## src/core/vcc_pkg.sv

```systemverilog
// package for the voltage comparator control block
// holds the register map, field positions, reset values and carrier types
// assumes an 8-bit register port shared with other peripherals
`default_nettype none

package vcc_pkg;

  // ==========================================================================
  // register port widths
  // ==========================================================================
  localparam int ADDR_W = 8;
  localparam int DATA_W = 8;

  // ==========================================================================
  // register offsets
  // ==========================================================================
  localparam logic [7:0] MODE_ADDR = 8'h9D; // comparator_mode_select
  localparam logic [7:0] CTRL_ADDR = 8'hC0; // enable, routing, live result
  localparam logic [7:0] STAT_ADDR = 8'hC1; // sticky edge events
  localparam logic [7:0] MASK_ADDR = 8'hC2; // interrupt mask

  // ==========================================================================
  // mode register fields
  // ==========================================================================
  localparam int MODE_RISE_BIT = 5; // rise_irq_en
  localparam int MODE_FALL_BIT = 4; // fall_irq_en
  localparam int MODE_SEL_LSB = 0; // speed_power_sel[1:0]
  localparam logic [7:0] MODE_WMASK = 8'h33; // writable bits
  localparam logic [7:0] MODE_RESET = 8'h02;

  // ==========================================================================
  // control register fields
  // ==========================================================================
  localparam int CTRL_EN_BIT = 7; // comparator enable and power
  localparam int CTRL_SYNC_BIT = 6; // live synchronised result, read only
  localparam int CTRL_RSTSEL_BIT = 2; // comparator as reset source
  localparam int CTRL_ROUTE_BIT = 1; // pin carries a comparator result
  localparam int CTRL_PPULL_BIT = 0; // 1 push-pull, 0 open-drain
  localparam int CTRL_RAWSEL_BIT = 3; // 1 pin gets raw, 0 pin gets sync
  localparam logic [7:0] CTRL_WMASK = 8'h8F;
  localparam logic [7:0] CTRL_RESET = 8'h00;

  // ==========================================================================
  // status and mask fields
  // ==========================================================================
  localparam int EVT_RISE_BIT = 1;
  localparam int EVT_FALL_BIT = 0;
  localparam logic [1:0] EVT_RESET = 2'h0;

  // ==========================================================================
  // carrier types
  // ==========================================================================
  typedef struct packed {
    logic [ADDR_W-1:0] addr;
    logic [DATA_W-1:0] wdata;
    logic wr;
    logic rd;
  } vcc_bus_req_s;

  typedef struct packed {
    logic out;
    logic oe;
  } vcc_pin_s;

endpackage : vcc_pkg

`default_nettype wire

```

## src/core/vcc_comparator_control.sv

```systemverilog
// digital control around an on-chip voltage comparator
// assumes the comparator's digital output arrives on cmpIn, possibly
// asynchronous; register strobes are synchronous to clk

`timescale 1ns/1ps
`default_nettype none

module vcc_comparator_control #(
  parameter int ADDR_W = vcc_pkg::ADDR_W,
  parameter int DATA_W = vcc_pkg::DATA_W
) (
  input wire logic clk,
  input wire logic rst,
  input wire vcc_pkg::vcc_bus_req_s busReq,
  output logic [DATA_W-1:0] rdData,
  input wire logic cmpIn,
  output logic cmpPowerEn,
  output logic [1:0] speedPowerSel,
  output logic rawCmpOut,
  output logic syncCmpOut,
  output vcc_pkg::vcc_pin_s cmpPin,
  output logic rstSrcSel,
  output logic rstSrcLevel,
  output logic irq
);

  // ==========================================================================
  // elaboration checks
  // ==========================================================================
  // the map and field layout assume an 8-bit port
  if (ADDR_W != 8 || DATA_W != 8) begin : g_bad_width
    $error("vcc_comparator_control supports 8-bit address and data only");
  end

  // ==========================================================================
  // register state
  // ==========================================================================
  logic [7:0] modeReg;
  logic [7:0] ctrlReg;
  logic [1:0] evtStat;
  logic [1:0] evtMask;
  logic cmpMeta;
  logic prevCmp;
  logic [1:0] edgeHit;
  logic statRead;
  logic cmpEnable;
  logic gatedCmp;
  logic pinValue;

  // address decode, a write strobe for mode, control and mask and a read strobe for status
  logic wrMode;
  logic wrCtrl;
  logic wrMask;
  assign wrMode = busReq.wr && (busReq.addr == vcc_pkg::MODE_ADDR);
  assign wrCtrl = busReq.wr && (busReq.addr == vcc_pkg::CTRL_ADDR);
  assign wrMask = busReq.wr && (busReq.addr == vcc_pkg::MASK_ADDR);
  assign statRead = busReq.rd && (busReq.addr == vcc_pkg::STAT_ADDR);

  // mode register keeps only its writable bits
  always_ff @(posedge clk or posedge rst) begin
    if (rst) begin
      modeReg <= vcc_pkg::MODE_RESET;
    end else if (wrMode) begin
      modeReg <= busReq.wdata & vcc_pkg::MODE_WMASK;
    end
  end

  // control register: enable, routing, output mode, reset select
  always_ff @(posedge clk or posedge rst) begin
    if (rst) begin
      ctrlReg <= vcc_pkg::CTRL_RESET;
    end else if (wrCtrl) begin
      ctrlReg <= busReq.wdata & vcc_pkg::CTRL_WMASK;
    end
  end

  // interrupt mask, same layout as the status bits
  always_ff @(posedge clk or posedge rst) begin
    if (rst) begin
      evtMask <= vcc_pkg::EVT_RESET;
    end else if (wrMask) begin
      evtMask <= busReq.wdata[1:0];
    end
  end

  // ==========================================================================
  // comparator power and mode
  // ==========================================================================
  // power follows the enable bit; the analog macro reads the mode field
  assign cmpEnable = ctrlReg[vcc_pkg::CTRL_EN_BIT];
  assign cmpPowerEn = cmpEnable;
  assign speedPowerSel = modeReg[vcc_pkg::MODE_SEL_LSB +: 2];

  // ==========================================================================
  // raw and synchronised result paths
  // ==========================================================================
  // raw path is pure gating, so it lives on while clk is stopped
  assign gatedCmp = cmpIn & cmpEnable;
  assign rawCmpOut = gatedCmp;

  // two-flop synchroniser; only the second flop is looked at
  always_ff @(posedge clk or posedge rst) begin
    if (rst) begin
      cmpMeta <= 1'b0;
      syncCmpOut <= 1'b0;
    end else begin
      cmpMeta <= gatedCmp;
      syncCmpOut <= cmpMeta;
    end
  end

  // previous synchronised sample for edge detection
  always_ff @(posedge clk or posedge rst) begin
    if (rst) begin
      prevCmp <= 1'b0;
    end else begin
      prevCmp <= syncCmpOut;
    end
  end

  // qualified edges, one request per edge
  always_comb begin
    edgeHit = 2'h0;
    edgeHit[vcc_pkg::EVT_RISE_BIT] = syncCmpOut && !prevCmp &&
      modeReg[vcc_pkg::MODE_RISE_BIT];
    edgeHit[vcc_pkg::EVT_FALL_BIT] = !syncCmpOut && prevCmp &&
      modeReg[vcc_pkg::MODE_FALL_BIT];
  end

  // ==========================================================================
  // interrupt status
  // ==========================================================================
  // read clears, but an edge in the same cycle stays set
  always_ff @(posedge clk or posedge rst) begin
    if (rst) begin
      evtStat <= vcc_pkg::EVT_RESET;
    end else if (statRead) begin
      evtStat <= edgeHit;
    end else begin
      evtStat <= evtStat | edgeHit;
    end
  end

  // level interrupt while any unmasked event is pending
  assign irq = |(evtStat & evtMask);

  // ==========================================================================
  // port pin drive
  // ==========================================================================
  // pin picks raw or synchronised result; forced low while disabled, as
  // the synchroniser may still hold a high level for two cycles
  assign pinValue = cmpEnable &&
    (ctrlReg[vcc_pkg::CTRL_RAWSEL_BIT] ? gatedCmp : syncCmpOut);

  // push-pull drives both levels, open-drain only pulls low
  always_comb begin
    cmpPin.out = 1'b0;
    cmpPin.oe = 1'b0;
    if (ctrlReg[vcc_pkg::CTRL_ROUTE_BIT]) begin
      if (ctrlReg[vcc_pkg::CTRL_PPULL_BIT]) begin
        cmpPin.out = pinValue;
        cmpPin.oe = 1'b1;
      end else begin
        cmpPin.out = 1'b0;
        cmpPin.oe = !pinValue;
      end
    end
  end

  // ==========================================================================
  // reset source hook
  // ==========================================================================
  // reset logic sees the raw result and the select bit
  assign rstSrcSel = ctrlReg[vcc_pkg::CTRL_RSTSEL_BIT];
  assign rstSrcLevel = gatedCmp;

  // ==========================================================================
  // read data, one cycle after the read strobe
  // ==========================================================================
  always_ff @(posedge clk or posedge rst) begin
    if (rst) begin
      rdData <= 8'h00;
    end else if (busReq.rd) begin
      case (busReq.addr)
        vcc_pkg::MODE_ADDR: rdData <= modeReg;
        vcc_pkg::CTRL_ADDR: begin
          rdData <= ctrlReg;
          rdData[vcc_pkg::CTRL_SYNC_BIT] <= syncCmpOut;
        end
        vcc_pkg::STAT_ADDR: rdData <= {6'h00, evtStat};
        vcc_pkg::MASK_ADDR: rdData <= {6'h00, evtMask};
        default: rdData <= 8'h00;
      endcase
    end else begin
      rdData <= 8'h00;
    end
  end
endmodule : vcc_comparator_control

`default_nettype wire

```

## config.mk

```make
export PLATFORM = sky130hd
export DESIGN_NAME = vcc_comparator_control
export DESIGN_NICKNAME = d
export VERILOG_FILES = /design/src/core/vcc_pkg.sv /design/src/core/vcc_comparator_control.sv
export SDC_FILE = /design/constraint.sdc
export NUM_CORES = 1
export LEC_CHECK = 0
export ABC_AREA = 1
export BUFFER_PORTS_ARGS = -buffer_cell sky130_fd_sc_hd__clkbuf_2
export CORE_MARGIN = 3
export CORE_UTILIZATION = 30
export DETAILED_ROUTE_END_ITERATION = 8
export PLACE_DENSITY_LB_ADDON = 0.25
export SLEW_MARGIN = 20
export SYNTH_ARGS = -nofsm -noshare
export SYNTH_HDL_FRONTEND = slang
export SYNTH_SLANG_ARGS = --single-unit
```

## constraint.sdc

```tcl
create_clock -name clk -period 1.2 [get_ports clk]
set_input_delay 0.24 -clock clk [delete_from_list [all_inputs] [get_ports clk]]
set_output_delay 0.24 -clock clk [all_outputs]
set_load 0.01 [all_outputs]
```

==> run metrics <==
r2r setup slk=0.19 ns; period utilization=1.21; Cell variety after synth=20; share of the synthesized area in the top cell type=0.530; vias per cell=4.30; peak supply drop=431 uV; Finished Layout Cells=223; Async SR Flop Fraction=1.00; measured slew at the worst slew-check pin=0.296 ns; Finished Cell Area=0.00147 mm^2; nets=199; Post-Syn Instances=128; TritonCTS buffer count=3; type of destination of the critical path=output port; initial antenna violation count=0; most used routing layer=met2; Slew headroom=0.803; Remaining Overflow, GRT=0; worst-case clock buffer depth=2; pins over their slew limit=0; Mapped Nets=149; Starting Density=0.318; Reg-to-Reg Start=modeReg[1]; CTS root buf=clkbuf_4; Synth Cell Area=0.00109 mm^2; # H-tree levels=1; top cell type by total area after synthesis=dfrtp_1; Die X=66.2 um; row count=21; Total Routing Usage GR=0.118; Setup CP Type=flop to output port; fin crit period=1.45 ns; commonest cells after routing, fill and taps aside=nand2_1, clkbuf_2, dfrtp_1; TritonCTS clock tree=yes; drt pass-1 iters=4; RePlAce Congestion=0.781; CP arrival=1.21 ns; Iteration-0 DRC Markers=57; RSZ-0062 raised after global routing=true; ant diodes=0; core area=0.00342 mm^2; end of the worst register-to-register path=rdData[1]; static leakage=0.818 nW; vias=958; number of routed nets with antenna violations=0; top cells by area, synth=dfrtp_1, nand2_1, inv_1; Worst Setup SP=ctrlReg[3]; Post-DP Area=0.00134 mm^2; largest net degree at the start of global routing=25; layout overhead on the synthesized area=35.7%; clock transition at the registers of the reported paths=0.13 ns; Fin. Hold Viols=0; first-pass GRT wire length=3950 um; vias in the first global route=938; layout cell share with drive strength beyond 1=0.373; Achievable Freq=0.689 GHz; Setup-failing EPs final=8; I/O Pins=39; CTS sink cnt=24; status=finished, violations left; drt drc=0; register area share after synthesis=0.554; Yosys warning count=0; worst-path maximum fanout=3; Yosys reg bits=24; violated checks=negative setup slack; startpoint types=flop; GRT met3 Usage=0.0238; die area=0.00438 mm^2; setup ws final=-0.252 ns; FILL cells=341; drt total wl=2380 um; Post-Place Worst Slack=0.00731 ns; worst hold slack=0.136 ns; die height=66.2 um; dominant synthesized flop cell=dfrtp_1; Worst Reg-to-Reg Cells=5; M1 GR Usage=0.142; number of synthesized flops with an enable pin=0; Critical Path RT=0.96 ns; sequential cell area=602 um^2; DPL Wire Length=1810 um; clk_lat worst skew=0.32 ns; clk_skew=0.00355 ns; Total Power=1.47 mW; multi-input combinational cell area=405 um^2; Pwr Density=996 mW/mm^2; Placed Cells=213; commonest non-fill, non-tap cell in the layout=nand2_1; drt wl/cell=10.7 um; Max Cap Viol=0; Syn Area/Cell=8.48 um^2; CP endpoint=cmpPin[0]; met2 usage=0.198; worst min-delay path category=primary input to flop; port bufs=37
cells by family (layout without fill, tap and decap cells):
group                  after synthesis  in the layout  share of synthesized area
and+or+nand+nor                     70             70                      0.291
DFF                                 24             24                      0.554
AOI/OAI and AO/OA                   12             12                     0.0680
buffers and inverters               22             71                     0.0864
layer usage:
layer  part of all wire  up-vias
met5                  0        -
li1                   -      496
met4              0.019        0
met1               0.43      439
met2               0.50       18
met3              0.047        5
worst max-delay path, stage by stage (launching register included):
cell      delay (ns)
dfrtp_1         0.42
inv_2           0.09
a21oi_2         0.06
o21ai_2         0.06
nand2_1         0.07
nand2_1         0.07
clkbuf_2        0.13
power breakdown:
| part | internal, mW | switching [mW] |
|---|---|---|
| Clock | 0.186 | 0.248 |
| Combinational | 0.0815 | 0.0969 |
| Sequential | 0.836 | 0.0194 |
Yosys cell counts (all sizes together), types with 2 or more instances:
cell type and instances:
nand2 36, nand3 15, dfrtp 23, o21ai 8, a21oi 2, nor2 16, buf 3, inv 19
state kept, by name, summed over array words and instances, names as in the netlist:
register / count
cmpMeta: 1
ctrlReg: 5
evtMask: 2
evtStat: 2
modeReg: 4
prevCmp: 1
rdData: 8
syncCmpOut: 1
metrics by stage:
step                      TNS, ns   util
after global placement          0  0.393
final                      -0.902  0.432
after detailed placement        0  0.393
after floorplan                 0      -
after CTS                  -0.972  0.420
after global routing        -1.38  0.432
worst min path at each step:
stage	from	endpoint	slack (ns)	cells after the start
final	busReq[9]	ctrlReg[7]	0.14	3
after global routing	busReq[9]	ctrlReg[7]	0.14	3
after CTS	busReq[9]	ctrlReg[7]	0.13	3
after detailed placement	rst	rdData[7]	0.29	3
after global placement	rst	rdData[6]	0.28	3
after floorplan	rst	cmpMeta	0.25	1
timing repair:
| action | in CTS | in global routing |
|---|---|---|
| resized for setup | 7 | 13 |
| pin swaps | 5 | 0 |
| setup endpoints to repair | 8 | 8 |
| hold buffers | 1 | 0 |
| buffers inserted | 4 | 2 |
| endpoints found under the hold margin | 23 | 0 |
cell type report:
cell class,count,area share
clock buffer,4,0.0246
inverter,19,0.0501
multi-input combinational,82,0.275
sequential,24,0.408
tap,46,0.0390
timing repair buffer,48,0.203
Note: power is estimated with default switching activity, not from simulation.
